## config.mk

```make
export PLATFORM = sky130hd
export DESIGN_NAME = sptd_top
export DESIGN_NICKNAME = d
export VERILOG_FILES = /design/src/sptd_pkg.sv /design/src/sptd_tbl_if.sv /design/src/sptd_dflt_table.sv /design/src/sptd_top.sv
export VERILOG_INCLUDE_DIRS = /design/src /design/src/src
export SDC_FILE = /design/constraint.sdc
export NUM_CORES = 1
export LEC_CHECK = 0
export BUFFER_PORTS_ARGS = -buffer_cell sky130_fd_sc_hd__buf_4
export CORE_ASPECT_RATIO = 1.4
export CORE_MARGIN = 3
export CORE_UTILIZATION = 57
export DETAILED_ROUTE_END_ITERATION = 8
export MAX_ROUTING_LAYER = met4
export PLACE_DENSITY = 0.82
export SYNTH_ARGS = -nofsm -noshare
export SYNTH_HDL_FRONTEND = slang
export SYNTH_SLANG_ARGS = --single-unit
```

## constraint.sdc

```tcl
create_clock -name aclk -period 2.5 [get_ports aclk]
set_clock_uncertainty 0.1 [all_clocks]
set_input_delay 0.5 -clock aclk [delete_from_list [all_inputs] [get_ports aclk]]
set_output_delay 0.5 -clock aclk [all_outputs]
set_load 0.02 [all_outputs]
```

## src/sptd_defines.svh

```systemverilog
/*
 * Offsets, field positions and codes of the pass-through flag decoder.
 * Assumes inclusion by bare name from design and bench files.
 */
`ifndef SPTD_DEFINES_SVH
`define SPTD_DEFINES_SVH
// Register byte offsets
`define SPTD_OFF_CMD_ID 8'h00
`define SPTD_OFF_CMD_W1 8'h04
`define SPTD_OFF_CDB0 8'h08
`define SPTD_OFF_CTRL 8'h0c
`define SPTD_OFF_STATUS 8'h10
`define SPTD_OFF_DONE_ID 8'h14
`define SPTD_OFF_IRQ_STAT 8'h18
`define SPTD_OFF_IRQ_MASK 8'h1c
// Command word 1 fields and CDB opcode byte
`define SPTD_W1_TID 7:0
`define SPTD_W1_AM 13:8
`define SPTD_W1_F1 23:16
`define SPTD_CDB_OPC 31:24
// Flags-1 bit positions
`define SPTD_F1_OV 7
`define SPTD_F1_ICC 5
`define SPTD_F1_IRS 3
`define SPTD_F1_DAT 2
`define SPTD_F1_DIR 1
// Control, status and interrupt bits
`define SPTD_CTRL_START 0
`define SPTD_ST_BUSY 0
`define SPTD_ST_DAT 1
`define SPTD_ST_DIR 2
`define SPTD_ST_ERR 15:8
`define SPTD_ST_CHECK 16
`define SPTD_IRQ_DONE 0
`define SPTD_IRQ_ERR 1
// Error codes and bus answers
`define SPTD_ERR_NONE 8'h00
`define SPTD_ERR_PHASE 8'h24
`define SPTD_RESP_OKAY 2'h0
`define SPTD_RESP_DECERR 2'h3
// Target pin indices in the synchroniser
`define SPTD_PIN_ACK 0
`define SPTD_PIN_IN 1
`define SPTD_PIN_OUT 2
`define SPTD_PIN_STS 3
`define SPTD_PIN_CHK 4
`define SPTD_PIN_SNS 5
`endif

```

## src/sptd_pkg.sv

```systemverilog
/*
 * Types of the pass-through flag decoder: states and the state record.
 * Assumes nothing of its surroundings.
 */
package sptd_pkg;
  // Command sequencer states
  typedef enum logic [2:0] {
    ST_IDLE = 3'b000,
    ST_RESOLVE = 3'b001,
    ST_SELECT = 3'b010,
    ST_RUN = 3'b011,
    ST_SENSE = 3'b100
  } sptd_state_t;

  // Whole state of the top module
  typedef struct packed {
    sptd_state_t state;
    logic [5:0] sync1; // First synchroniser stage
    logic [5:0] sync2; // Second synchroniser stage
    logic awready;
    logic wready;
    logic aw_have;
    logic [7:0] aw_addr;
    logic w_have;
    logic [31:0] w_data;
    logic [3:0] w_strb;
    logic bvalid;
    logic [1:0] bresp;
    logic arready;
    logic rvalid;
    logic [31:0] rdata;
    logic [1:0] rresp;
    logic [31:0] cmd_id;
    logic [31:0] cmd_w1;
    logic [31:0] cdb0;
    logic [1:0] irq_mask;
    logic [1:0] irq_stat;
    logic irq;
    logic busy;
    logic res_dat;
    logic res_dir;
    logic [7:0] err;
    logic check_rep;
    logic [31:0] done_id;
    logic sel_req;
    logic sense_req;
    logic xfer_en;
    logic xfer_dir;
  } sptd_st_t;
endpackage : sptd_pkg

```

## src/sptd_tbl_if.sv

```systemverilog
/*
 * Opcode lookup link between the sequencer and the default table.
 * Assumes both ends sit in one clock domain; the lookup is combinational.
 */
`timescale 1ns/1ps
interface sptd_tbl_if;
  logic [7:0] opcode; // Opcode under lookup
  logic dat; // Default data-phase value
  logic dir; // Default direction value
  modport user (output opcode, input dat, input dir);
  modport lut (input opcode, output dat, output dir);
endinterface : sptd_tbl_if

```

## src/sptd_dflt_table.sv

```systemverilog
/*
 * Per-opcode default data-phase and direction table.
 * Assumes the opcode is stable while the sequencer samples the answer.
 */
`timescale 1ns/1ps
module sptd_dflt_table (
  sptd_tbl_if.lut tif // Lookup link
);
  // Opcode to defaults; unlisted opcodes have no data phase
  always_comb begin
    tif.dat = 1'b0;
    tif.dir = 1'b0;
    case (tif.opcode)
      // Data in from the target
      8'h03, 8'h05, 8'h08, 8'h0f, 8'h12, 8'h14, 8'h1a, 8'h1c,
      8'h25, 8'h28, 8'h2c, 8'h2d, 8'h37, 8'h4d: begin
        tif.dat = 1'b1;
      end
      // Buffer reads take data in
      8'h3c, 8'h3e: begin
        tif.dat = 1'b1;
      end
      // Data out to the target
      8'h04, 8'h07, 8'h0a, 8'h15, 8'h16, 8'h17, 8'h18, 8'h1d,
      8'h2a, 8'h2e, 8'h30, 8'h31, 8'h32, 8'h33, 8'h39, 8'h3a,
      8'h40, 8'h41, 8'h4c, 8'h55: begin
        tif.dat = 1'b1;
        tif.dir = 1'b1;
      end
      // Buffer writes send data out
      8'h3b, 8'h3f: begin
        tif.dat = 1'b1;
        tif.dir = 1'b1;
      end
      // Extended opcodes taking data in
      8'h5a, 8'ha4, 8'ha8, 8'hb5, 8'hb7, 8'hb8, 8'hc2, 8'hc3, 8'he4: begin
        tif.dat = 1'b1;
      end
      // Extended opcodes sending data out
      8'haa, 8'hae, 8'hb0, 8'hb1, 8'hb2, 8'hb3, 8'hb6: begin
        tif.dat = 1'b1;
        tif.dir = 1'b1;
      end
      default: begin
        tif.dat = 1'b0;
        tif.dir = 1'b0;
      end
    endcase
  end
endmodule : sptd_dflt_table

```

## src/sptd_top.sv

```systemverilog
/*
 * Pass-through command decoder: AXI4-Lite registers hold one command
 * block; the sequencer resolves data phase and direction, selects the
 * target, checks its bus phases and reports completion.
 * Assumes target pins are asynchronous and the bus master keeps one
 * write and one read outstanding at most.
 */
// Design decisions made here: the address map and the AXI4-Lite slave port.
// Function
// - Echo the command identifier with completion
// - Select target from target ID, deliver CDB
// - Drive six-bit address modifier on transfers
// - Flags-1 bit layout: 7,5,3,2,1
// - Direction ignored unless override and data set
// - Direction 0 in from target, 1 out
// - Data-phase 0 none, 1 data phase
// - Auto sense unless sense inhibit set
// - Completion interrupt unless inhibit set
// - Override picks host bits, else table
// - Contradicting phase ends command, error 24H
// - Table: listed opcodes are data in
// - Table: listed opcodes are data out
// - Table: other opcodes have no data
// - Table continues above 58H
`timescale 1ns/1ps
`include "sptd_defines.svh"
module sptd_top #(
  parameter int ADDR_W = 8 // Register address width
) (
  input wire logic aclk, // System clock
  input wire logic aresetn, // Synchronous reset, active low
  input wire logic [ADDR_W-1:0] s_axi_awaddr, // Write address
  input wire logic s_axi_awvalid, // Write address valid
  output logic s_axi_awready, // Write address ready
  input wire logic [31:0] s_axi_wdata, // Write data
  input wire logic [3:0] s_axi_wstrb, // Write byte strobes
  input wire logic s_axi_wvalid, // Write data valid
  output logic s_axi_wready, // Write data ready
  output logic [1:0] s_axi_bresp, // Write response
  output logic s_axi_bvalid, // Write response valid
  input wire logic s_axi_bready, // Write response ready
  input wire logic [ADDR_W-1:0] s_axi_araddr, // Read address
  input wire logic s_axi_arvalid, // Read address valid
  output logic s_axi_arready, // Read address ready
  output logic [31:0] s_axi_rdata, // Read data
  output logic [1:0] s_axi_rresp, // Read response
  output logic s_axi_rvalid, // Read data valid
  input wire logic s_axi_rready, // Read data ready
  input wire logic tgt_sel_ack, // Target answered selection
  input wire logic tgt_phase_in, // Target in data-in phase
  input wire logic tgt_phase_out, // Target in data-out phase
  input wire logic tgt_status, // Target in status phase
  input wire logic tgt_check, // Status is Check Condition
  input wire logic tgt_sense_done, // Own Request Sense finished
  output logic sel_req, // Select the target
  output logic [7:0] sel_target_id, // Target ID to select
  output logic [31:0] cdb_word, // First CDB word to deliver
  output logic sense_req, // Issue own Request Sense
  output logic xfer_en, // Data transfer cycle enable
  output logic xfer_dir, // 0 into host memory, 1 to target
  output logic [5:0] vme_am, // Address modifier for transfers
  output logic irq // Level interrupt
);
  sptd_pkg::sptd_st_t st_q; // Registered state
  sptd_pkg::sptd_st_t st_d; // Next state
  sptd_tbl_if tif (); // Default table link
  logic [7:0] f1; // Flags-1 byte of the command
  logic finish; // Command ends this cycle
  logic fin_err; // Command ends in error

  // Byte-lane merge of a write into a stored word
  function automatic logic [31:0] wmerge(input logic [31:0] old,
                                         input logic [31:0] data,
                                         input logic [3:0] strb);
    logic [31:0] r;
    r = old;
    for (int i = 0; i < 4; i++) begin
      if (strb[i]) begin
        r[i*8 +: 8] = data[i*8 +: 8];
      end
    end
    return r;
  endfunction : wmerge

  // Default table lookup on the stored opcode
  assign tif.opcode = st_q.cdb0[`SPTD_CDB_OPC];
  sptd_dflt_table u_tbl (
    .tif (tif)
  );

  // Flags-1 field of command word 1
  assign f1 = st_q.cmd_w1[`SPTD_W1_F1];

  // Next-state logic: bus slave, sequencer and interrupts
  always_comb begin
    st_d = st_q;
    finish = 1'b0;
    fin_err = 1'b0;
    // Two-stage synchroniser on target pins
    st_d.sync1 = {tgt_sense_done, tgt_check, tgt_status,
                  tgt_phase_out, tgt_phase_in, tgt_sel_ack};
    st_d.sync2 = st_q.sync1;
    // Write address and data taken in either order
    if (s_axi_awvalid && st_q.awready) begin
      st_d.aw_have = 1'b1;
      st_d.aw_addr = s_axi_awaddr[7:0];
    end
    if (s_axi_wvalid && st_q.wready) begin
      st_d.w_have = 1'b1;
      st_d.w_data = s_axi_wdata;
      st_d.w_strb = s_axi_wstrb;
    end
    // Response consumed
    if (st_q.bvalid && s_axi_bready) begin
      st_d.bvalid = 1'b0;
    end
    if (st_q.rvalid && s_axi_rready) begin
      st_d.rvalid = 1'b0;
    end
    // Sequencer
    case (st_q.state)
      sptd_pkg::ST_IDLE: begin
        // Start is taken in the write branch below
        st_d.xfer_en = 1'b0;
      end
      sptd_pkg::ST_RESOLVE: begin
        // Host bits replace the table only under override
        if (f1[`SPTD_F1_OV]) begin
          st_d.res_dat = f1[`SPTD_F1_DAT];
          st_d.res_dir = f1[`SPTD_F1_DAT] & f1[`SPTD_F1_DIR];
        end else begin
          st_d.res_dat = tif.dat;
          st_d.res_dir = tif.dir;
        end
        // Settings are fixed before selection starts
        st_d.sel_req = 1'b1;
        st_d.state = sptd_pkg::ST_SELECT;
      end
      sptd_pkg::ST_SELECT: begin
        // Hold selection until the target answers
        if (st_q.sync2[`SPTD_PIN_ACK]) begin
          st_d.sel_req = 1'b0;
          st_d.state = sptd_pkg::ST_RUN;
        end
      end
      sptd_pkg::ST_RUN: begin
        st_d.xfer_en = 1'b0;
        if (st_q.sync2[`SPTD_PIN_IN]) begin
          // Data in needs a data phase with direction 0
          if (st_q.res_dat && !st_q.res_dir) begin
            st_d.xfer_en = 1'b1;
            st_d.xfer_dir = 1'b0;
          end else begin
            finish = 1'b1;
            fin_err = 1'b1;
          end
        end else if (st_q.sync2[`SPTD_PIN_OUT]) begin
          // Data out needs a data phase with direction 1
          if (st_q.res_dat && st_q.res_dir) begin
            st_d.xfer_en = 1'b1;
            st_d.xfer_dir = 1'b1;
          end else begin
            finish = 1'b1;
            fin_err = 1'b1;
          end
        end else if (st_q.sync2[`SPTD_PIN_STS]) begin
          // Check Condition sensed here unless host asked for it
          if (st_q.sync2[`SPTD_PIN_CHK] && !f1[`SPTD_F1_IRS]) begin
            st_d.sense_req = 1'b1;
            st_d.state = sptd_pkg::ST_SENSE;
          end else begin
            st_d.check_rep = st_q.sync2[`SPTD_PIN_CHK];
            finish = 1'b1;
          end
        end
      end
      sptd_pkg::ST_SENSE: begin
        // Own Request Sense runs until its done pin
        if (st_q.sync2[`SPTD_PIN_SNS]) begin
          st_d.sense_req = 1'b0;
          finish = 1'b1;
        end
      end
      default: begin
        st_d.state = sptd_pkg::ST_IDLE;
      end
    endcase
    // Completion: identifier echoed, busy dropped
    if (finish) begin
      st_d.state = sptd_pkg::ST_IDLE;
      st_d.busy = 1'b0;
      st_d.xfer_en = 1'b0;
      st_d.done_id = st_q.cmd_id;
      st_d.err = fin_err ? `SPTD_ERR_PHASE : `SPTD_ERR_NONE;
      if (!f1[`SPTD_F1_ICC]) begin
        st_d.irq_stat[`SPTD_IRQ_DONE] = 1'b1;
      end
    end
    // Register write once address and data are both held
    if (st_q.aw_have && st_q.w_have && !st_q.bvalid) begin
      st_d.aw_have = 1'b0;
      st_d.w_have = 1'b0;
      st_d.bvalid = 1'b1;
      st_d.bresp = `SPTD_RESP_OKAY;
      case (st_q.aw_addr)
        `SPTD_OFF_CMD_ID: begin
          // Command block is frozen while busy
          if (!st_q.busy) begin
            st_d.cmd_id = wmerge(st_q.cmd_id, st_q.w_data, st_q.w_strb);
          end
        end
        `SPTD_OFF_CMD_W1: begin
          if (!st_q.busy) begin
            st_d.cmd_w1 = wmerge(st_q.cmd_w1, st_q.w_data, st_q.w_strb);
          end
        end
        `SPTD_OFF_CDB0: begin
          if (!st_q.busy) begin
            st_d.cdb0 = wmerge(st_q.cdb0, st_q.w_data, st_q.w_strb);
          end
        end
        `SPTD_OFF_CTRL: begin
          // Start ignored while a command runs
          if (st_q.w_strb[0] && st_q.w_data[`SPTD_CTRL_START] && !st_q.busy) begin
            st_d.busy = 1'b1;
            st_d.check_rep = 1'b0;
            st_d.err = `SPTD_ERR_NONE;
            st_d.state = sptd_pkg::ST_RESOLVE;
          end
        end
        `SPTD_OFF_STATUS, `SPTD_OFF_DONE_ID: begin
          // Read-only words ignore writes
          st_d.bresp = `SPTD_RESP_OKAY;
        end
        `SPTD_OFF_IRQ_STAT: begin
          // Write one to clear; a new event this cycle wins
          if (st_q.w_strb[0]) begin
            st_d.irq_stat = st_d.irq_stat & ~(st_q.w_data[1:0] & st_q.irq_stat);
            if (finish && !f1[`SPTD_F1_ICC]) begin
              st_d.irq_stat[`SPTD_IRQ_DONE] = 1'b1;
            end
          end
        end
        `SPTD_OFF_IRQ_MASK: begin
          if (st_q.w_strb[0]) begin
            st_d.irq_mask = st_q.w_data[1:0];
          end
        end
        default: begin
          st_d.bresp = `SPTD_RESP_DECERR;
        end
      endcase
    end
    // Error event is sticky until cleared
    if (fin_err) begin
      st_d.irq_stat[`SPTD_IRQ_ERR] = 1'b1;
    end
    // Register read, answered one cycle after the address
    if (s_axi_arvalid && st_q.arready) begin
      st_d.rvalid = 1'b1;
      st_d.rresp = `SPTD_RESP_OKAY;
      st_d.rdata = 32'h0000_0000;
      case (s_axi_araddr[7:0])
        `SPTD_OFF_CMD_ID: st_d.rdata = st_q.cmd_id;
        `SPTD_OFF_CMD_W1: st_d.rdata = st_q.cmd_w1;
        `SPTD_OFF_CDB0: st_d.rdata = st_q.cdb0;
        `SPTD_OFF_CTRL: st_d.rdata = 32'h0000_0000;
        `SPTD_OFF_STATUS: begin
          st_d.rdata[`SPTD_ST_BUSY] = st_q.busy;
          st_d.rdata[`SPTD_ST_DAT] = st_q.res_dat;
          st_d.rdata[`SPTD_ST_DIR] = st_q.res_dir;
          st_d.rdata[`SPTD_ST_ERR] = st_q.err;
          st_d.rdata[`SPTD_ST_CHECK] = st_q.check_rep;
        end
        `SPTD_OFF_DONE_ID: st_d.rdata = st_q.done_id;
        `SPTD_OFF_IRQ_STAT: st_d.rdata[1:0] = st_q.irq_stat;
        `SPTD_OFF_IRQ_MASK: st_d.rdata[1:0] = st_q.irq_mask;
        default: st_d.rresp = `SPTD_RESP_DECERR;
      endcase
    end
    // Ready flags follow the next occupancy
    st_d.awready = !st_d.aw_have && !st_d.bvalid;
    st_d.wready = !st_d.w_have && !st_d.bvalid;
    st_d.arready = !st_d.rvalid;
    // Interrupt level from unmasked sticky bits
    st_d.irq = |(st_d.irq_stat & st_d.irq_mask);
  end

  // State register with synchronous reset
  always_ff @(posedge aclk) begin
    if (!aresetn) begin
      st_q <= '0;
    end else begin
      st_q <= st_d;
    end
  end

  // Outputs straight from the state register
  assign s_axi_awready = st_q.awready;
  assign s_axi_wready = st_q.wready;
  assign s_axi_bvalid = st_q.bvalid;
  assign s_axi_bresp = st_q.bresp;
  assign s_axi_arready = st_q.arready;
  assign s_axi_rvalid = st_q.rvalid;
  assign s_axi_rdata = st_q.rdata;
  assign s_axi_rresp = st_q.rresp;
  assign sel_req = st_q.sel_req;
  assign sel_target_id = st_q.cmd_w1[`SPTD_W1_TID];
  assign cdb_word = st_q.cdb0;
  assign sense_req = st_q.sense_req;
  assign xfer_en = st_q.xfer_en;
  assign xfer_dir = st_q.xfer_dir;
  assign vme_am = st_q.cmd_w1[`SPTD_W1_AM];
  assign irq = st_q.irq;
endmodule : sptd_top

```

==> impl_metrics.tcl, run 1 <==
set metrics [dict create \
    run_status "completed" \
    wire_per_inst_um 18.59 \
    ys_async_sr_fraction_pct 0 \
    setup_total_negative_slack_ps 0 \
    drt_iter0_drc 1065 \
    fmax_mhz 431.4 \
    number_of_nets_produced_by_synthesis 1357 \
    worst_skew_pair.late_latency_ps 520 \
    detailroute.via_count 9702 \
    timing_worst_slew_pin_value_ps 1161 \
    synth_area_um2 10680 \
    grt_pass1_wl_mm 47.13 \
    period_needed_ps 2318 \
    cts-buffers-inserted 24 \
    grt_overflow_total 0 \
    postCtsResizedCells 0 \
    tritoncts_num_sinks 249 \
    crit_required_ps 2830 \
    critPathTopFamily "simple AND/OR/NAND/NOR gates" \
    cellInternalPower_w 0.006379 \
    cts-root-buf "clkbuf_16" \
    dpl.hpwl_mm 20.00 \
    core_area_um2 18140 \
    postCtsSetupRepairBufs 0 \
    drt_wl_total_mm 29.78 \
    antenna_cells_inserted 0 \
    synth_enable_flop_cells 0 \
    p_switching_w 0.001822 \
    slowest_stage_cell_crit_path "nor3_1" \
    clk_transition_reported_paths_ps 60 \
    combPwrFrac_pct 5.3 \
    grt_pass1_vias 9160 \
    placedCellCount 1561 \
    setup.worst_path.start_class "flip-flop" \
    placement.cell_area_um2 11610 \
    ys_ff_latch 249 \
    first_pass_iters 5 \
    synthDistinctLibCells 62 \
    floorplan.die.height_um 167.9 \
    drv_slew 0 \
    grt_setup_unrepaired "no" \
    timing_hold_violations_final 0 \
    path_max_fanout 10 \
    min-delay-path-class "in -> reg" \
    crit_buf_inv 0 \
    gp_congestion 0.9318 \
    critPathCaptureType "flip-flop" \
    htreeDepth 1 \
    area.growth.synth_to_final_pct 16.30 \
    port-buffer-count 156 \
    route.detailed.vias_per_inst 6.056 \
    io_pins 157 \
    max_stage_delay_ps 880 \
    peakVddDrop_mv 0.5599 \
    pin_count_of_the_biggest_net_entering_global_routing 128 \
    synth_top_flop_cell "dfxtp_1" \
    power.density_nw_per_um2 660.5 \
    final_antenna_net_count 0 \
    tritoncts "built" \
    switching_share_pct 22.22 \
    drive_gt1_share_pct 19.82 \
    timing_worst_setup_path_type "reg -> reg" \
    cts_hold_buffers 0 \
    syn-mean-instance-area_um2 8.264 \
    postSynthCellCount 1292 \
    slew_headroom_pct 21.99 \
    layout.cells.non_filler 1602 \
    period_share_pct 92.72 \
    p_leak_nw 4.679 \
    num-nets-final 1412 \
    initial_core_util_pct 58.85 \
    stdcell_area_um2 12420 \
    crit_chain "nand3b_1 -> nor4_4 -> a31o_2 -> nor3_1 -> nor4b_1" \
    drc_errors_left 0 \
    totalPowerFinal_w 0.008201 \
    dieWidth_um 121.7 \
    register_area_share_after_synthesis_pct 46.69 \
    setup_viol_count_final 0 \
    sequentialPowerShare_pct 49.8 \
    num_rows 58 \
    n_fill_cell 1519 \
    grt_antenna_before_repair 0 \
    maxCapViolCount 0 \
    ys.warnings.count 0 \
    dieArea_um2 20430 \
    clock_tree.buffer_depth 3 \
    crit_path_arrival_time_ps 2650 \
    p_clk_share_pct 44.9 \
    gr-usage-all-layers_pct 29.09 \
]
==> power groups by stage <==
stage,combinational [W],clock [W],sequential [W]
finish,0.000436,0.00369,0.00408
detailed placement,0.000434,0,0.00417
global route,0.000476,0.00386,0.00409
floorplan,0.000251,0,0.00416
global placement,0.000427,0,0.00417
CTS,0.000436,0.00371,0.00408
==> area by class of cell <==
class	count	area, um^2	area share (%)
Sequential cell	249	4985	40.15
Inverter	12	46.29	0.3728
Tap cell	240	300.3	2.418
Clock inverter	8	98.84	0.7961
Multi-Input combinational cell	853	4664	37.57
Clock buffer	33	705.7	5.683
Timing Repair Buffer	207	1617	13.02
==> path summary, 6_finish.rpt <==
check	slack, ps	depth (start not counted)	end	startpoint
min	90	2	st_d[236]	tgt_sel_ack
min reg2reg	330	1	st_q[238]	st_d[238]
max	180	5	st_q[249]	s_axi_bvalid
max reg2reg	180	5	st_q[249]	s_axi_bvalid
==> routing by layer <==
| metal | track usage [%] | up-vias | routed length (um) |
|---|---|---|---|
| met3 | 3.562 | 77 | 2156 |
| met1 | 34.96 | 4571 | 11720 |
| met4 | 12.29 | 0 | 1105 |
| met2 | 49.10 | 474 | 14800 |
| met5 | - | - | 0 |
| li1 | - | 4580 | - |
==> registers in the layout (all words and copies together) (netlist names) <==
register / cells
cdb_word: 32
f1: 8
irq: 1
s_axi_arready: 1
s_axi_awready: 1
s_axi_bresp: 1
s_axi_bvalid: 1
s_axi_rdata: 32
s_axi_rresp: 1
s_axi_rvalid: 1
s_axi_wready: 1
sel_req: 1
sel_target_id: 8
sense_req: 1
st_d: 6
st_q: 145
vme_am: 6
xfer_dir: 1
xfer_en: 1
==> placed cells by master, fill, tap and decap left out, drive strengths merged, types with 4 or more instances in the layout <==
master,Yosys,layout
nand3,115,115
clkinv,1,6
clkbuf,63,33
and2,23,23
o21ai,120,120
nand2,220,220
nand4,10,10
nor3,11,11
nand3b,4,4
nor2,28,28
mux2,10,10
buf,115,207
a211oi,4,4
a221oi,11,11
a22oi,56,56
a22o,24,24
inv,11,10
nor4,5,5
nor2b,14,14
dfxtp,249,249
a21oi,130,130
and3,9,9
nor4b,4,4
nand2b,7,7
==> cell usage after synthesis (4+ instances only) <==
cell type / n / area, um^2
nand2b_1: 7 / 43.79
inv_1: 11 / 41.29
buf_1: 5 / 18.77
nor4_1: 4 / 25.02
o21ai_0: 119 / 595.6
buf_4: 82 / 615.6
mux2_2: 10 / 112.6
nor2b_1: 14 / 87.58
nand4_1: 9 / 56.30
nand3b_1: 4 / 30.03
nor3_1: 11 / 55.05
clkbuf_1: 63 / 236.5
a22oi_1: 56 / 420.4
a21oi_1: 129 / 645.6
a221oi_1: 11 / 96.34
a211oi_1: 4 / 30.03
nand3_1: 115 / 575.6
dfxtp_1: 249 / 4985
nor2_1: 28 / 105.1
a22o_1: 24 / 210.2
buf_2: 27 / 135.1
and2_1: 23 / 143.9
nand2_1: 220 / 825.8
and3_1: 9 / 56.30
==> through the flow <==
stage	utilization, %	worst slack (ps)	hold WS, ps
3_5_place_dp	64.01	125.6	323.6
5_1_grt	68.44	13.01	85.93
6_report	68.44	181.9	90.15
4_1_cts	68.44	173.2	81.10
3_3_place_gp	64.01	168.4	319.0
2_1_floorplan	-	322.2	311.9
==> logic make-up (layout without fill, tap and decap cells) <==
group,Yosys count,in the layout,synth area share [%]
AOI/OAI and AO/OA,371,371,20.85
and+or+nand+nor,466,466,20.93
buffers and inverters,190,260,9.950
DFF,249,249,46.69
xor gates and xnor gates,3,3,0.2461
muxes,13,13,1.336
No activity file was read; power rests on OpenSTA's default activity.
==> inputs of run 2 (changes only) <==
--- a/config.mk
+++ b/config.mk
@@ -6,13 +6,16 @@
 export SDC_FILE = /design/constraint.sdc
 export NUM_CORES = 1
 export LEC_CHECK = 0
+export ABC_AREA = 1
 export BUFFER_PORTS_ARGS = -buffer_cell sky130_fd_sc_hd__buf_4
 export CORE_ASPECT_RATIO = 1.4
 export CORE_MARGIN = 3
 export CORE_UTILIZATION = 57
+export CTS_BUF_LIST = sky130_fd_sc_hd__clkbuf_16
 export DETAILED_ROUTE_END_ITERATION = 8
+export GPL_TIMING_DRIVEN = 0
 export MAX_ROUTING_LAYER = met4
-export PLACE_DENSITY = 0.82
+export PLACE_DENSITY = 0.81
 export SYNTH_ARGS = -nofsm -noshare
 export SYNTH_HDL_FRONTEND = slang
 export SYNTH_SLANG_ARGS = --single-unit
==> run 2 against run 1 <==
Synthesized area is 4.0% higher. Global-route usage is 3.9 points higher. Clock power is 1% lower. Largest power group unchanged. Sequential power hardly changed. Cell area is 7.6% higher. Sequential share of layout area is 2.8 points lower. Synthesized cell count is 9.7% higher.
==> impl_metrics.tcl, run 2 <==
set metrics [dict create \
    drc_errors_left 0 \
    wire_per_inst_um 18.47 \
    critPathCaptureType "flip-flop" \
    setup_total_negative_slack_ps 0 \
    postCtsResizedCells 0 \
    dpl.hpwl_mm 25.22 \
    cts-buffers-inserted 24 \
    first_pass_iters 7 \
    grt_antenna_before_repair 0 \
    drt_wl_total_mm 34.38 \
    p_leak_nw 5.643 \
    antenna_cells_inserted 0 \
    peakVddDrop_mv 0.6899 \
    synthDistinctLibCells 35 \
    timing_worst_slew_pin_value_ps 1032 \
    clk_transition_reported_paths_ps 60 \
    power.density_nw_per_um2 623.6 \
    drt_iter0_drc 1057 \
    run_status "completed" \
    ys.warnings.count 0 \
    grt_pass1_wl_mm 53.07 \
    timing_worst_setup_path_type "reg -> reg" \
    tritoncts "built" \
    setup_viol_count_final 0 \
    mostFrequentLayoutCell "dfxtp_1" \
    ys_ff_latch 249 \
    initial_core_util_pct 58.98 \
    setup.worst_path.start_class "flip-flop" \
    drv_slew 0 \
    port-buffer-count 156 \
    gr-usage-all-layers_pct 32.99 \
    period_needed_ps 2073 \
    largest_register_ff_count 145 \
    registers.top_by_ff_count "st_q" \
    cts_hold_buffers 0 \
    postSynthCellCount 1417 \
    timing_hold_violations_final 0 \
    io_pins 157 \
    number_of_nets_produced_by_synthesis 1482 \
    detailroute.via_count 10680 \
    slew_headroom_pct 31.19 \
    core_area_um2 18820 \
    maxCapViolCount 0 \
    mostFrequentLayoutCells "dfxtp_1, buf_4, a21oi_1" \
    syn-mean-instance-area_um2 7.835 \
    htreeDepth 1 \
    synthTopCellsByCount "dfxtp_1, a21oi_1, o21ai_0" \
    synth_area_um2 11100 \
    num_rows 59 \
    min-delay-path-class "in -> reg" \
    postCtsSetupRepairBufs 0 \
    synth_enable_flop_cells 0 \
    dieArea_um2 21210 \
    period_share_pct 82.93 \
    worst_skew_pair.late_latency_ps 520 \
    whs_path_depth 3 \
    fin_hold_ws_ps 66.58 \
    grt_setup_unrepaired "no" \
    final_antenna_net_count 0 \
    floorplan.die.height_um 171.1 \
    r2r_cells 6 \
    synth.area.top_cells "dfxtp_1, a21oi_1, o21ai_0" \
    cts-root-buf "clkbuf_16" \
    num-nets-final 1664 \
    crit_required_ps 2830 \
    path_max_fanout 10 \
    crit_path_arrival_time_ps 2400 \
    pin_count_of_the_biggest_net_entering_global_routing 16 \
    yosys.cell_count.top_type "dfxtp_1" \
    register_area_share_after_synthesis_pct 44.90 \
    route.detailed.vias_per_inst 5.741 \
    fmax_mhz 482.4 \
    clock_tree.buffer_depth 3 \
    tritoncts_num_sinks 249 \
    gp_congestion 0.9679 \
    grt_overflow_total 0 \
    yosys.area.top_type "dfxtp_1" \
    yosysTopAreaCellShare_pct 44.90 \
    ys_async_sr_fraction_pct 0 \
    synth_top_flop_cell "dfxtp_1" \
    drive_gt1_share_pct 23.69 \
    grt_pass1_vias 10160 \
    dieWidth_um 124.0 \
    area.growth.synth_to_final_pct 20.37 \
]
[run 2: cell types whose count changed after synthesis, moves of 16 or more]
cell	change
clkbuf_1	-17
nand3_1	-38
buf_6	+16
nor2_1	+88
nand2_1	-92
and2_1	-23
o21ai_1	+74
o21ai_0	+43
a22oi_1	-56
inv_1	+142
a21oi_1	+41
a211oi_2	+32
a22o_1	-24
[run 2: cell families (layout without fill, tap and decap cells)]
| group | after synthesis | count (layout) | share of synthesized area, % |
|---|---|---|---|
| AOI/OAI and AO/OA | 477 | 477 | 24.38 |
| and+or+nand+nor | 367 | 367 | 15.63 |
| buffers and inverters | 324 | 524 | 15.09 |
| DFF | 249 | 249 | 44.90 |
[run 2: worst max-delay path, stage by stage (launching register included)]
cell and delay [ps]:
dfxtp_1 320, nand2_1 100, inv_1 100, clkbuf_1 560, clkbuf_1 440, o21ai_1 180, a21oi_1 170
[run 2: cell type report]
type / count / area [um^2]
Clock inverter: 19 / 158.9
Sequential cell: 249 / 4985
Fill cell: 1573 / 5461
Timing Repair Buffer: 156 / 1171
Multi-Input combinational cell: 844 / 4442
Tap cell: 244 / 305.3
Clock buffer: 25 / 625.6
Buffer: 162 / 1067
Inverter: 162 / 608.1
[run 2: path summary, 6_finish.rpt]
kind / startpoint / to / slack, ps
hold reg to reg: st_d[236] / st_q[236] / 310
setup reg to reg: s_axi_arready / s_axi_rdata[26] / 430
hold / removal: tgt_sel_ack / st_d[236] / 70
setup / recovery: s_axi_arready / s_axi_rdata[26] / 430
[run 2: routing by layer]
layer	vias up	global-route usage, %	routed length (um)
li1	5021	-	-
met1	4988	38.10	12840
met2	538	54.79	16760
met3	137	5.060	2758
met4	0	17.54	2009
met5	-	-	0
[run 2: per-stage QoR]
step           setup slack (ps)  util, %  instance area [um^2]  cells  total power, W
6_report                  426.9    70.99                 13360   1861        0.008332
5_1_grt                   363.9    70.99                 13360   1861        0.008544
4_1_cts                   514.2    70.99                 13360   1861        0.008318
3_5_place_dp              88.07    66.82                 12580   1817        0.004762
3_3_place_gp              87.17    66.82                 12580   1817        0.004749
2_1_floorplan             807.9        -                 11100   1417        0.004504
[run 2: where the power goes]
| part | switching, W | internal, W | total, W |
|---|---|---|---|
| Combinational | 0.000388 | 0.000198 | 0.000586 |
| Sequential | 0.0000529 | 0.00405 | 0.00411 |
| Clock | 0.00153 | 0.00211 | 0.00364 |
| Total | 0.00197 | 0.00637 | 0.00833 |
==> inputs of run 3 (changes only) <==
--- a/config.mk
+++ b/config.mk
@@ -10,12 +10,12 @@
 export BUFFER_PORTS_ARGS = -buffer_cell sky130_fd_sc_hd__buf_4
 export CORE_ASPECT_RATIO = 1.4
 export CORE_MARGIN = 3
-export CORE_UTILIZATION = 57
+export CORE_UTILIZATION = 52
 export CTS_BUF_LIST = sky130_fd_sc_hd__clkbuf_16
 export DETAILED_ROUTE_END_ITERATION = 8
 export GPL_TIMING_DRIVEN = 0
 export MAX_ROUTING_LAYER = met4
-export PLACE_DENSITY = 0.81
+export PLACE_DENSITY = 0.78
 export SYNTH_ARGS = -nofsm -noshare
 export SYNTH_HDL_FRONTEND = slang
 export SYNTH_SLANG_ARGS = --single-unit
==> constraint.sdc (replaced) <==
create_clock -name aclk -period 1.9 [get_ports aclk]
set_clock_uncertainty 0.1 [all_clocks]
set_input_delay 0.38 -clock aclk [delete_from_list [all_inputs] [get_ports aclk]]
set_output_delay 0.38 -clock aclk [all_outputs]
set_load 0.02 [all_outputs]
==> run 3 against run 2 <==
Global-route usage decreased by 3.5 points. Wire length increased by 0.73%. Sequential share of layout area fell by 0.47 points. Clock power is 23% higher. Hold slack got worse by 17 ps.
==> impl_metrics.tcl, run 3 (synthesis gave the netlist of run 2 again) <==
set metrics [dict create \
    run_status "completed" \
    dieWidth_um 129.5 \
    registers.top_by_ff_count "st_q" \
    num_rows 62 \
    fmax_mhz 536.1 \
    initial_core_util_pct 53.60 \
    largest_register_ff_count 145 \
    totalPowerFinal_w 0.01069 \
    clk_transition_reported_paths_ps 70 \
    mostFrequentLayoutCells "buf_4, dfxtp_1, a21oi_1" \
    combPwrFrac_pct 7.4 \
    n_fill_cell 1771 \
    critPathCaptureType "flip-flop" \
    drt_iter0_drc 1053 \
    crit_required_ps 2150 \
    setup.worst_path.start_class "primary input" \
    grt_overflow_total 0 \
    gr-usage-all-layers_pct 29.47 \
    wire_per_inst_um 18.34 \
    critical_path.startpoint "aresetn" \
    grt_setup_unrepaired "yes" \
    layout.cells.non_filler 1888 \
    drt_wl_total_mm 34.63 \
    fin_hold_ws_ps 50.04 \
    placement.cell_area_um2 12590 \
    drc_errors_left 0 \
    period_share_pct 98.18 \
    htreeDepth 1 \
    tritoncts_num_sinks 249 \
    cts-buffers-inserted 23 \
    num-nets-final 1680 \
    path_max_fanout 10 \
    stdcell_area_um2 13550 \
    sequentialPowerShare_pct 50.6 \
    grt_pass1_wl_mm 52.42 \
    pin_count_of_the_biggest_net_entering_global_routing 16 \
    port-buffer-count 156 \
    detailroute.via_count 10620 \
    drv_slew 0 \
    area.growth.synth_to_final_pct 22.09 \
    first_pass_iters 6 \
    worstReg2RegStart "st_q[231]" \
    timing_hold_violations_final 0 \
    io_pins 157 \
    floorplan.die.height_um 178.9 \
    tritoncts "built" \
    worstHoldStart "s_axi_awaddr[0]" \
    timing_worst_slew_pin_value_ps 1034 \
    dpl.hpwl_mm 25.04 \
    timing_worst_setup_path_type "in -> reg" \
    peakVddDrop_mv 0.6189 \
    power.density_nw_per_um2 788.3 \
    route.detailed.vias_per_inst 5.627 \
    core_area_um2 20710 \
    cts-root-buf "clkbuf_16" \
    min-delay-path-class "in -> reg" \
    setup_total_negative_slack_ps 0 \
    placedCellCount 1829 \
    final_antenna_net_count 0 \
    grt_antenna_before_repair 1 \
    dieArea_um2 23160 \
    slew_headroom_pct 31.06 \
    p_switching_w 0.002590 \
    maxCapViolCount 0 \
    cellInternalPower_w 0.008095 \
    grt_pass1_vias 10060 \
    gp_congestion 0.9745 \
    drive_gt1_share_pct 25.02 \
    clock_tree.buffer_depth 3 \
    p_clk_share_pct 42.0 \
    mostFrequentLayoutCell "buf_4" \
    crit_path_arrival_time_ps 2120 \
    period_needed_ps 1865 \
    setup_viol_count_final 0 \
    worst_skew_pair.late_latency_ps 510 \
    switching_share_pct 24.24 \
    p_leak_nw 5.705 \
]
## run 3: changes by cell type in the layout (fill, tap and decap cells not counted), sizes merged
cell	delta
buf	+7
dlygate4sd3	+6
clkbuf	+2
clkinvlp	+2
bufinv	-1
clkinv	-1
diode	+1
inv	-1
## run 3: cell type report
class | count | area [um^2] | area share, %
Sequential cell | 249 | 4992 | 36.83
Multi-Input combinational cell | 844 | 4472 | 32.99
Timing Repair Buffer | 173 | 1358 | 10.02
Buffer | 162 | 1085 | 8.003
Inverter | 162 | 611.8 | 4.514
Clock buffer | 23 | 575.6 | 4.246
Tap cell | 256 | 320.3 | 2.363
Clock inverter | 18 | 137.6 | 1.015
Antenna cell | 1 | 2.502 | 0.01846
## run 3: repair_timing
item / CTS / global route
setup buffers: 1 / 8
hold buffers: 6 / 0
hold endpoints to repair: 6 / 0
endpoints found under the setup margin: 27 / 63
pin swaps: 1 / 7
gates cloned: 0 / 2
resized for setup: 4 / 25
## run 3: routing by layer
layer | up-vias | wire length [um] | global-route usage, %
met5 | - | 0 | -
met4 | 0 | 1521 | 12.82
met3 | 118 | 2864 | 3.756
met2 | 576 | 17300 | 50.32
met1 | 4900 | 12950 | 34.79
li1 | 5030 | - | -
## run 3: per-stage QoR
stage	util, %	setup WS [ps]
after floorplan	-	234.0
after global placement	60.80	-402.9
after detailed placement	60.80	-418.8
after CTS	64.66	15.20
after global routing	65.44	-37.33
final	65.44	34.66
## run 3: worst max-delay path: stages
cell      delay, ps
buf_4           120
inv_1           140
clkbuf_1        590
clkbuf_1        790
a211oi_2         90
## run 3: power groups by stage
stage	Clock, W	Combinational, W	Sequential [W]
floorplan	0	0.000419	0.00551
global placement	0	0.000737	0.00551
detailed placement	0	0.000749	0.00552
CTS	0.00448	0.000764	0.00540
global route	0.00468	0.000852	0.00541
finish	0.00449	0.000793	0.00541
## run 3: path summary, 6_finish.rpt
| check | end | slack, ps | depth (start not counted) |
|---|---|---|---|
| max | cdb_word[9] | 30 | 5 |
| min | st_q[225] | 50 | 3 |
| max reg2reg | vme_am[5] | 50 | 8 |
| min reg2reg | st_q[240] | 310 | 2 |
